[config.mk]
export PLATFORM = sky130hd
export DESIGN_NAME = crs_core_regs
export DESIGN_NICKNAME = d
export VERILOG_FILES = /design/src/crs_pkg.sv /design/src/crs_core_regs.sv
export VERILOG_INCLUDE_DIRS = /design/src
export SDC_FILE = /design/constraint.sdc
export NUM_CORES = 1
export LEC_CHECK = 0
export BUFFER_PORTS_ARGS = -buffer_cell sky130_fd_sc_hd__buf_2
export CORE_AREA = 2 2 283 285
export CTS_BUF_LIST = sky130_fd_sc_hd__clkbuf_8 sky130_fd_sc_hd__clkbuf_16
export DETAILED_ROUTE_END_ITERATION = 10
export DIE_AREA = 0 0 285 287
export GPL_ROUTABILITY_DRIVEN = 0
export PLACE_DENSITY = 0.74
export SLEW_MARGIN = 20
export SYNTH_ARGS = -nofsm -noshare
export SYNTH_HDL_FRONTEND = slang
export SYNTH_SLANG_ARGS = --single-unit
[constraint.sdc]
create_clock -name mclk -period 8.07 [get_ports mclk]
set_clock_uncertainty 0.05 [all_clocks]
set_input_delay 0.4035 -clock mclk [delete_from_list [all_inputs] [get_ports mclk]]
set_output_delay 0.4035 -clock mclk [all_outputs]
set_load 0.05 [all_outputs]
[src/crs_map.svh]
/*
 * register layout constants for the cpu status and register set:
 * program status field positions, reset values, direct window limits.
 * assumes inclusion by the design package user; definitions only.
 */
`ifndef CRS_MAP_SVH
`define CRS_MAP_SVH

// ****************************************
// program status word layout
// ****************************************
`define CRS_PSW_C_BIT       0
`define CRS_PSW_V_BIT       1
`define CRS_PSW_Z_BIT       2
`define CRS_PSW_N_BIT       3
`define CRS_PSW_I_BIT       4
`define CRS_PSW_S_BIT       5
`define CRS_PSW_T_BIT       8
`define CRS_PSW_ILM_LSB     16
`define CRS_PSW_ILM_MSB     20
`define CRS_PSW_WMASK       32'h001f_013f

// ****************************************
// reset values
// ****************************************
`define CRS_PSW_RESET       32'h000f_0000
`define CRS_SSP_RESET       32'h0000_0000
`define CRS_ZERO32          32'h0000_0000

// ****************************************
// direct addressing window limits
// ****************************************
`define CRS_DIR_BYTE_MAX    32'h0000_00ff
`define CRS_DIR_HALF_MAX    32'h0000_01ff
`define CRS_DIR_WORD_MAX    32'h0000_03ff

// ****************************************
// reset hold time
// ****************************************
`define CRS_RST_HOLD_CYC    5

`endif

[src/crs_pkg.sv]
/*
 * types for the cpu status and register set.
 * assumes crs_map.svh for numeric constants.
 */
package crs_pkg;

  typedef enum logic [1:0] {
    crs_size_byte = 2'h0,
    crs_size_half = 2'h1,
    crs_size_word = 2'h2
  } crs_size_t;

  typedef enum logic [2:0] {
    crs_flag_keep  = 3'h0,
    crs_flag_alu   = 3'h1,
    crs_flag_div   = 3'h2,
    crs_flag_write = 3'h4
  } crs_flag_op_t;

endpackage

[src/crs_core_regs.sv]
/*
 * cpu architectural state: sixteen general registers, dedicated registers,
 * program status word with interrupt level masking, direct window check.
 * assumes a pipeline on the same clock drives the write ports and an
 * interrupt source presents one request level at a time.
 */
`timescale 1ns/1ps
`include "crs_map.svh"

module crs_core_regs
  import crs_pkg::*;
#(
  parameter int NUM_GPR = 16
) (
  // clock and reset
  input  wire logic         mclk,
  input  wire logic         rst_n,
  // general register read ports
  input  wire logic [3:0]   gpr_raddr_a,
  output logic      [31:0]  gpr_rdata_a,
  input  wire logic [3:0]   gpr_raddr_b,
  output logic      [31:0]  gpr_rdata_b,
  // general register write port
  input  wire logic         gpr_we,
  input  wire logic [3:0]   gpr_waddr,
  input  wire logic [31:0]  gpr_wdata,
  // instruction pointer
  input  wire logic         instr_pointer_we,
  input  wire logic [31:0]  instr_pointer_wdata,
  output logic      [31:0]  instr_pointer,
  // dedicated registers
  input  wire logic         vector_table_base_we,
  input  wire logic [31:0]  vector_table_base_wdata,
  output logic      [31:0]  vector_table_base,
  input  wire logic         return_address_reg_we,
  input  wire logic [31:0]  return_address_reg_wdata,
  output logic      [31:0]  return_address_reg,
  input  wire logic         system_stack_ptr_we,
  input  wire logic [31:0]  system_stack_ptr_wdata,
  output logic      [31:0]  system_stack_ptr,
  input  wire logic         user_stack_ptr_we,
  input  wire logic [31:0]  user_stack_ptr_wdata,
  output logic      [31:0]  user_stack_ptr,
  // multiply and divide results
  input  wire logic         muldiv_we,
  input  wire logic [31:0]  muldiv_high_wdata,
  input  wire logic [31:0]  muldiv_low_wdata,
  output logic      [31:0]  muldiv_result_high,
  output logic      [31:0]  muldiv_result_low,
  // program status word and flag updates
  input  wire logic         psw_we,
  input  wire logic [31:0]  psw_wdata,
  input  wire crs_flag_op_t flag_op,
  input  wire logic [31:0]  alu_result,
  input  wire logic         alu_carry,
  input  wire logic         alu_overflow,
  output logic      [31:0]  program_status_word,
  output logic      [7:0]   condition_flags,
  output logic      [7:0]   system_condition_flags,
  output logic      [4:0]   interrupt_level_mask,
  output logic              trace_trap_enable,
  // interrupt request acceptance
  input  wire logic         irq_valid,
  input  wire logic [4:0]   irq_level,
  output logic              irq_accept,
  // direct addressing window check
  input  wire logic [31:0]  dir_addr,
  input  wire crs_size_t    dir_size,
  output logic              dir_in_window
);

  // ****************************************
  // storage
  // ****************************************
  logic [31:0] gpr [NUM_GPR-2:0];
  logic [31:0] psw;
  logic [31:0] next_psw;
  logic        stack_sel;

  // ****************************************
  // decode wires
  // ****************************************
  logic        res_negative;
  logic        res_zero;
  logic        op_alu;
  logic        op_div;
  logic        op_write;
  logic [31:0] write_value;
  logic        r15_write;
  logic        gpr_array_we;
  logic        ssp_from_r15;
  logic        usp_from_r15;
  logic        ssp_load;
  logic        usp_load;
  logic [31:0] next_system_stack_ptr;
  logic [31:0] next_user_stack_ptr;

  // ****************************************
  // helpers
  // ****************************************
  function automatic logic [31:0] gpr_read(input logic [3:0] a);
    if (a == 4'hf) begin
      gpr_read = stack_sel ? user_stack_ptr : system_stack_ptr;
    end else begin
      gpr_read = gpr[a];
    end
  endfunction

  function automatic logic in_window(input logic [31:0] a, input crs_size_t s);
    case (s)
      crs_size_byte: in_window = (a <= `CRS_DIR_BYTE_MAX);
      crs_size_half: in_window = (a <= `CRS_DIR_HALF_MAX);
      crs_size_word: in_window = (a <= `CRS_DIR_WORD_MAX);
      default:       in_window = 1'b0;
    endcase
  endfunction

  // ****************************************
  // combinational views
  // ****************************************
  // sixteen registers, r15 special
  assign gpr_rdata_a = gpr_read(gpr_raddr_a);
  assign gpr_rdata_b = gpr_read(gpr_raddr_b);

  // full 32-bit linear address, no segment
  assign dir_in_window = in_window(dir_addr, dir_size);

  // status word split into its fields
  assign program_status_word    = psw;
  assign condition_flags        = psw[7:0];
  assign system_condition_flags = psw[15:8];
  assign interrupt_level_mask   = psw[`CRS_PSW_ILM_MSB:`CRS_PSW_ILM_LSB];
  assign stack_sel              = psw[`CRS_PSW_S_BIT];

  assign trace_trap_enable = psw[`CRS_PSW_T_BIT];

  // lower value means higher priority, so strictly smaller wins
  // equal or lower priority held off
  assign irq_accept = irq_valid && psw[`CRS_PSW_I_BIT]
                      && (irq_level < interrupt_level_mask);

  // ****************************************
  // flag sources
  // ****************************************
  // sign and zero of the result
  assign res_negative = alu_result[31];
  assign res_zero     = (alu_result == `CRS_ZERO32);

  // a whole-word write beats a simultaneous flag op
  assign op_write = psw_we || (flag_op == crs_flag_write);
  assign op_alu   = !psw_we && (flag_op == crs_flag_alu);
  assign op_div   = !psw_we && (flag_op == crs_flag_div);

  // unused bits read zero so software sees no stale junk
  assign write_value = psw_wdata & `CRS_PSW_WMASK;

  // ****************************************
  // flag update
  // ****************************************
  always_comb begin
    next_psw = psw;
    if (op_write) begin
      next_psw = write_value;
    end else if (op_alu) begin
      next_psw[`CRS_PSW_N_BIT] = res_negative;
      next_psw[`CRS_PSW_Z_BIT] = res_zero;
      next_psw[`CRS_PSW_V_BIT] = alu_overflow;
      // carry or borrow at top bit
      next_psw[`CRS_PSW_C_BIT] = alu_carry;
    end else if (op_div) begin
      // division touches sign and zero only
      next_psw[`CRS_PSW_N_BIT] = res_negative;
      next_psw[`CRS_PSW_Z_BIT] = res_zero;
    end
  end

  // ****************************************
  // register 15 routing
  // ****************************************
  // index 15 never lands in the array
  assign r15_write    = gpr_we && (gpr_waddr == 4'hf);
  assign gpr_array_we = gpr_we && (gpr_waddr != 4'hf);
  assign ssp_from_r15 = r15_write && !stack_sel;
  assign usp_from_r15 = r15_write && stack_sel;

  // r15 write wins over a direct load in the same cycle
  assign ssp_load = ssp_from_r15 || system_stack_ptr_we;
  assign usp_load = usp_from_r15 || user_stack_ptr_we;
  assign next_system_stack_ptr = ssp_from_r15 ? gpr_wdata : system_stack_ptr_wdata;
  assign next_user_stack_ptr   = usp_from_r15 ? gpr_wdata : user_stack_ptr_wdata;

  // ****************************************
  // registers
  // ****************************************
  // r0..r14 have no reset; undefined until written
  // no reset here keeps the array small; software must write first
  always_ff @(posedge mclk) begin
    if (gpr_array_we) begin
      gpr[gpr_waddr] <= gpr_wdata;
    end
  end

  // reset is synchronous; caller holds it low long enough
  always_ff @(posedge mclk) begin
    if (!rst_n) begin
      psw <= `CRS_PSW_RESET;
    end else begin
      psw <= next_psw;
    end
  end

  always_ff @(posedge mclk) begin
    if (!rst_n) begin
      instr_pointer <= `CRS_ZERO32;
    end else if (instr_pointer_we) begin
      instr_pointer <= instr_pointer_wdata;
    end
  end

  always_ff @(posedge mclk) begin
    if (!rst_n) begin
      vector_table_base <= `CRS_ZERO32;
    end else if (vector_table_base_we) begin
      vector_table_base <= vector_table_base_wdata;
    end
  end

  always_ff @(posedge mclk) begin
    if (!rst_n) begin
      return_address_reg <= `CRS_ZERO32;
    end else if (return_address_reg_we) begin
      return_address_reg <= return_address_reg_wdata;
    end
  end

  // result pair loads as one unit
  always_ff @(posedge mclk) begin
    if (!rst_n) begin
      muldiv_result_high <= `CRS_ZERO32;
      muldiv_result_low  <= `CRS_ZERO32;
    end else if (muldiv_we) begin
      muldiv_result_high <= muldiv_high_wdata;
      muldiv_result_low  <= muldiv_low_wdata;
    end
  end

  // r15 reads zero after reset via the system pointer
  always_ff @(posedge mclk) begin
    if (!rst_n) begin
      system_stack_ptr <= `CRS_SSP_RESET;
    end else if (ssp_load) begin
      system_stack_ptr <= next_system_stack_ptr;
    end
  end

  // user side of the stack pair
  always_ff @(posedge mclk) begin
    if (!rst_n) begin
      user_stack_ptr <= `CRS_ZERO32;
    end else if (usp_load) begin
      user_stack_ptr <= next_user_stack_ptr;
    end
  end

endmodule

==> reports/results.ini, run 1 <==
[run_status]
status=complete, no violations

[detailed_routing]
wl_met3_um=11600
wirelength_um=117000
route.detailed.drc=0
detail-route-antenna-nets=0
drt_first_iter_violations=2508
wl_met2_um=57700
via_per_inst=5.85
dr_total_vias=24600
wl_per_cell_um=27.8
drt-met1-wl_um=39200
top_layer_used=met5
drtPass1Iterations=5

[synthesis]
yosysWarnings=0
synth-seq-cells=716
synth.most_common_cell=edfxtp_1
synth_area_mm2=0.0326
synthTopCellsByArea=edfxtp_1 44%, dfxtp_1 14%, mux2i_1 10%
synthDominantCellAreaShare_pct=44.2
synth_edf_count=480
syn_avg_cell_area_um2=14.0
netlist_top_cells_count=480 x edfxtp_1, 337 x mux2i_1, 276 x nor2_1
ys_seq_area_share_pct=58.7
ys.flop_type=edfxtp_1
yosys.area.top_type=edfxtp_1
synth_cell_types=53
postSynth.asyncResetShare_pct=0
synthCells=2330

[worst_setup_path]
rr_worst_depth=5
cp_slowest_cell=buf_4
cp_common_cell=a211oi_1
cp.arrival_ps=3830
worst_ep_required_time_ps=7620
worstSetupPathType=input port to primary output
cp_max_fo=67
start_kind=input port
worstPathCellList=clkbuf_8, buf_4, mux4_1, nor2b_1, a211oi_1, a211oi_1, buf_2
crit_path_end_kind=primary output
max_stage_delay_ps=930

[timing]
rsz0062_at_grt=false
fin_crit_sh_pct=53.0
slew_headroom_pct=28.5
hold_slack_ps=40.8
slew_viol_final=0
hold_violations=0
setup_violations=0
fin_crit_ps=4280
tns_ps=0
worst_slew_pin_slew_ps=1070
fin_ws_ps=3790
max_clock_freq_mhz=234

[global_routing]
grt-ovfl-total=0
antenna_found_initial=13
grt_max_degree=150
grt_pass1_vias=24500
grt_pass1_wl_um=164000
grtUsageTotal_pct=27.6

[final_layout]
final_area_mm2=0.0407
fin_cells=4210
regMostFlops=gpr
largest_reg_flops=480
final_layout_size_suffix_gt1_share_pct=34.3
area_growth_pct=24.8
nets=3480

[floorplan]
io_pins=731
placement_rows=103
coreArea_mm2=0.0786
dieArea_mm2=0.0818
die_y_um=287
die_w_um=285
start_util_pct=41.5

[clock_tree]
numCtsBuffers=77
worstSkewPairLatency_ps=630
cts_tree=built
clk_pin_slew_ps=60
cts_sinks=716
cts.htree.levels=3
cts-root-buf=clkbuf_16
cts_resized=0
clock_path_buffers=3

[worst_hold_path]
hold_path_depth=3
hp-class=input port to register

[power_and_ir_drop]
ir_worst_vdd_uv=170
p_leak_nw=16.3
power.density_mw_per_mm2=224

[placement]
placed_area_mm2=0.0366
hpwl_um=77300
pre_cts_ws_ps=3870
place_inst=3904
port_buffers=673

[flow_run]
maxCapViolCount=0

## worst max-delay path: cells and delay by family
kind                   cells  cell delay, ps
AOI/OAI and AO/OA          2             720
muxes                      1             440
and+or+nand+nor            1             160
buffers and inverters      3            1910
## metal layers
layer,global-route usage (%),vias up
met5,0,-
met4,17.2,6
met3,6.56,317
met2,47.5,1665
met1,31.1,12100
li1,-,10500
## final timing paths
kind                          startpoint                endpoint  slack [ps]
setup / recovery          gpr_raddr_a[0]          gpr_rdata_a[1]        3790
hold / removal              psw_wdata[3]  program_status_word[3]          40
setup reg to reg  program_status_word[5]     system_stack_ptr[1]        5630
hold reg to reg    vector_table_base[23]   vector_table_base[23]         430
## stage by stage
stage	power [mW]	util, %
2_1_floorplan	5.12	-
3_3_place_gp	5.57	46.5
3_5_place_dp	5.58	46.5
4_1_cts	9.14	51.7
5_1_grt	9.36	51.7
6_report	9.12	51.7
## power breakdown
group          leakage, nW  total (mW)  internal, mW  switching (mW)
Combinational         8.67        1.48         0.460            1.02
Clock                 1.33        3.53          2.04            1.49
Sequential            6.29        4.11          4.04          0.0772
## cell type report
type | instances | area [um^2]
clock inverter | 54 | 468
timing repair buffer | 876 | 5320
antenna | 10 | 25.0
sequential | 716 | 19100
multi-input combinational | 1410 | 12300
clock buffer | 86 | 2060
tap | 1050 | 1310
inverter | 8 | 35.0
fill | 6470 | 37900
## what timing repair did
item                      in CTS  in global routing
hold buffers                 156                  0
setup buffers                  0                  0
hold endpoints to repair     156                  0
## cell usage in the layout, fill, tap and decap left out, types with 12 or more instances in the layout
cell / Yosys / layout
dfxtp_1: 236 / 235
nor2b_1: 35 / 32
buf_2: 58 / 668
mux2i_1: 337 / 337
mux4_2: 129 / 129
o21ai_1: 21 / 21
inv_1: 7 / 30
nor2_1: 276 / 263
a21oi_1: 38 / 38
o211ai_1: 15 / 15
o22ai_1: 44 / 44
buf_4: 51 / 49
o21ai_0: 17 / 17
a31oi_1: 19 / 19
a211oi_1: 90 / 90
dlygate4sd3_1: 0 / 156
edfxtp_1: 480 / 480
o221ai_1: 35 / 35
mux2_2: 88 / 88
clkbuf_16: 0 / 78
nor4_1: 13 / 13
nor2_4: 0 / 12
conb_1: 1 / 29
nand2_1: 82 / 81
o2111ai_1: 17 / 17
a22oi_1: 43 / 43
a221oi_1: 13 / 13
## cell families (layout without fill, tap and decap cells)
| family | after synthesis | after routing | share of synthesized area, % |
|---|---|---|---|
| multiplexers | 564 | 564 | 23.1 |
| buffers and inverters | 232 | 1024 | 4.25 |
| AND/OR/NAND/NOR | 442 | 442 | 5.71 |
| AO/OA/AOI/OAI | 370 | 370 | 8.05 |
| adder cells (fa/ha/maj) | 4 | 4 | 0.154 |
| other | 1 | 39 | 0.0115 |
| flip-flops | 716 | 716 | 58.7 |
| XOR/XNOR | 1 | 1 | 0.0269 |
(Power assumes the default switching activity.)
==> inputs of run 2 (changes only) <==
==> constraint.sdc (replaced) <==
create_clock -name mclk -period 4 [get_ports mclk]
set_clock_uncertainty 0.05 [all_clocks]
set_input_delay 0.2 -clock mclk [delete_from_list [all_inputs] [get_ports mclk]]
set_output_delay 0.2 -clock mclk [all_outputs]
set_load 0.05 [all_outputs]
==> run 2 against run 1 <==
Routed wire length rose by 3.7%. Clock power rose by 99%. Critical endpoint is now gpr_rdata_a[16]. Combinational power rose by 120%.
==> reports/results.ini, run 2 (synthesized netlist as in run 1, its figures left out) <==
[run_status]
status=complete, no violations  ; unchanged

[clock_tree]
clk_pin_slew_ps=60  ; about the same
cts.htree.levels=3  ; unchanged
cts_tree=built  ; unchanged
cts_sinks=716  ; unchanged
hold_buffers=323  ; was 156
clock_path_buffers=3  ; unchanged
numCtsBuffers=78  ; was 77
cts_resized=0  ; unchanged
worstSkewPairLatency_ps=630  ; about the same
cts-root-buf=clkbuf_16  ; unchanged
cts_setup_buffers=0  ; unchanged

[detailed_routing]
route.detailed.drc=0  ; unchanged
dr_total_vias=25700  ; was 24600
detail-route-antenna-nets=0  ; unchanged
wl_per_cell_um=27.5  ; was 27.8 um
drt_first_iter_violations=2662  ; was 2508
wirelength_um=121000  ; was 117000 um
drtPass1Iterations=6  ; was 5
via_per_inst=5.85  ; about the same

[worst_setup_path]
worstPathCellList=mux2i_1, a221oi_1, buf_2  ; was clkbuf_8, buf_4, mux4_1, nor2b_1, a211oi_1, a211oi_1, buf_2
cp.arrival_ps=2960  ; was 3830 ps
cp_slowest_cell=mux2i_1  ; was buf_4
cp_max_fo=11  ; was 67
max_stage_delay_ps=960  ; was 930 ps
r2r_slack_ps=1040  ; was 5630 ps
r2r-start=program_status_word[5]  ; unchanged
worstSetupPathType=register to primary output  ; was input port to primary output
cp-startpoint=program_status_word[5]  ; was gpr_raddr_a[0]
reg2reg_to=system_stack_ptr[11]  ; was system_stack_ptr[1]
start_kind=register  ; was input port
worst_ep_required_time_ps=3750  ; was 7620 ps
crit_path_end_kind=primary output  ; unchanged
rr_worst_depth=6  ; was 5
crit_family=multiplexers  ; was buffers and inverters
cp_num_buf_inv=1  ; was 3

[floorplan]
start_util_pct=41.5  ; unchanged
io_pins=731  ; unchanged
dieArea_mm2=0.0818  ; unchanged
placement_rows=103  ; unchanged
die_w_um=285  ; unchanged
die_y_um=287  ; unchanged
coreArea_mm2=0.0786  ; unchanged

[power_and_ir_drop]
intPower_mw=13.1  ; was 6.53 mW
p_switching_mw=5.36  ; was 2.59 mW
ir_worst_vdd_uv=373  ; was 170 uV
power.density_mw_per_mm2=435  ; was 224 mW/mm^2
sequentialPowerShare_pct=44.9  ; was 45.1%
p_leak_nw=17.2  ; was 16.3 nW
p_comb_share_pct=17.2  ; was 16.2%
clock_power_share_pct=37.9  ; was 38.7%
swShare_pct=29.0  ; was 28.4%

[worst_hold_path]
hold_path_depth=4  ; was 3
hold_path_end=program_status_word[4]  ; was program_status_word[3]
hp-start=psw_we  ; was psw_wdata[3]
hp-class=input port to register  ; unchanged

[timing]
slew_viol_final=0  ; unchanged
max_clock_freq_mhz=312
rsz0062_at_grt=false  ; unchanged
fin_crit_sh_pct=80.2
hold_slack_ps=50.5  ; was 40.8 ps
worst_slew_pin_slew_ps=1110  ; was 1070 ps
hold_violations=0  ; unchanged
setup_violations=0  ; unchanged
fin_crit_ps=3210
slew_headroom_pct=23.9  ; was 28.5%
tns_ps=0  ; unchanged

[final_layout]
final_area_mm2=0.0426  ; was 0.0407 mm^2
layout_commonest_cell=buf_2  ; unchanged
area_growth_pct=30.6  ; was 24.8%
regMostFlops=gpr  ; unchanged
largest_reg_flops=480  ; unchanged
num-fill-cells=6230  ; was 6470
layout_common_cells=668 x buf_2, 480 x edfxtp_1, 337 x mux2i_1  ; unchanged
final_layout_size_suffix_gt1_share_pct=33.2  ; was 34.3%
nets=3679  ; was 3480

[global_routing]
grt_pass1_vias=26200  ; was 24500
antenna_found_initial=4  ; was 13
grt_max_degree=92  ; was 150
grtUsageTotal_pct=28.7  ; was 27.6%
grt_pass1_wl_um=171000  ; was 164000 um
grt-ovfl-total=0  ; unchanged

[placement]
hpwl_um=80600  ; was 77300 um
placed_area_mm2=0.0368  ; was 0.0366 mm^2
port_buffers=673  ; unchanged

[flow_run]
maxCapViolCount=0  ; unchanged

==> run 2: area by class of cell <==
type	instances	area [um^2]	share of cell area [%]
Clock buffer	91	2190	5.14
Inverter	8	35.0	0.0823
Sequential cell	716	19100	45.0
Clock inverter	52	313	0.735
Timing Repair Buffer	1074	7290	17.1
Tap cell	1050	1310	3.09
Multi-Input combinational cell	1410	12300	28.9
Antenna cell	3	7.51	0.0176
==> run 2: tightest hold or removal path, stage by stage <==
cell      delay [ps]
buf_2            120
a21oi_1          170
nand2_1          120
a21boi_0          80
==> run 2: power by group through the flow <==
stage                     Clock (mW)  Sequential [mW]  Combinational, mW
after CTS                       7.08             8.29               3.14
after detailed placement           0             8.44               2.87
after floorplan                    0             8.91               1.43
after global placement             0             8.43               2.84
after global routing            7.34             8.32               3.30
final                           7.01             8.30               3.19
==> run 2: routing by layer <==
metal | GRT usage, % | routed length, um | up-vias | share of wire (%)
li1 | - | - | 10900 | -
met1 | 31.9 | 40700 | 12700 | 34
met2 | 48.9 | 59000 | 1729 | 49
met3 | 5.44 | 10900 | 428 | 9.0
met4 | 22.1 | 10500 | 0 | 8.7
met5 | 0 | 0 | - | 0
==> run 2: metrics by stage <==
stage               util [%]  instances  power (mW)  setup slack (ps)
global route            54.2       4404        19.0               811
global placement        46.9       3935        11.3              1010
CTS                     54.2       4401        18.5               839
finish                  54.2       4404        18.5               794
detailed placement      46.9       3935        11.3               986
floorplan                  -       2358        10.3               570
==> run 2: how the worst max path moves through the flow <==
stage	end	slack, ps	depth (start not counted)
2_1_floorplan	gpr[0][0]	570	2
3_3_place_gp	gpr_rdata_b[1]	1010	7
3_5_place_dp	gpr_rdata_b[1]	990	7
4_1_cts	gpr_rdata_a[16]	840	3
5_1_grt	gpr_rdata_a[28]	810	4
6_report	gpr_rdata_a[16]	790	3
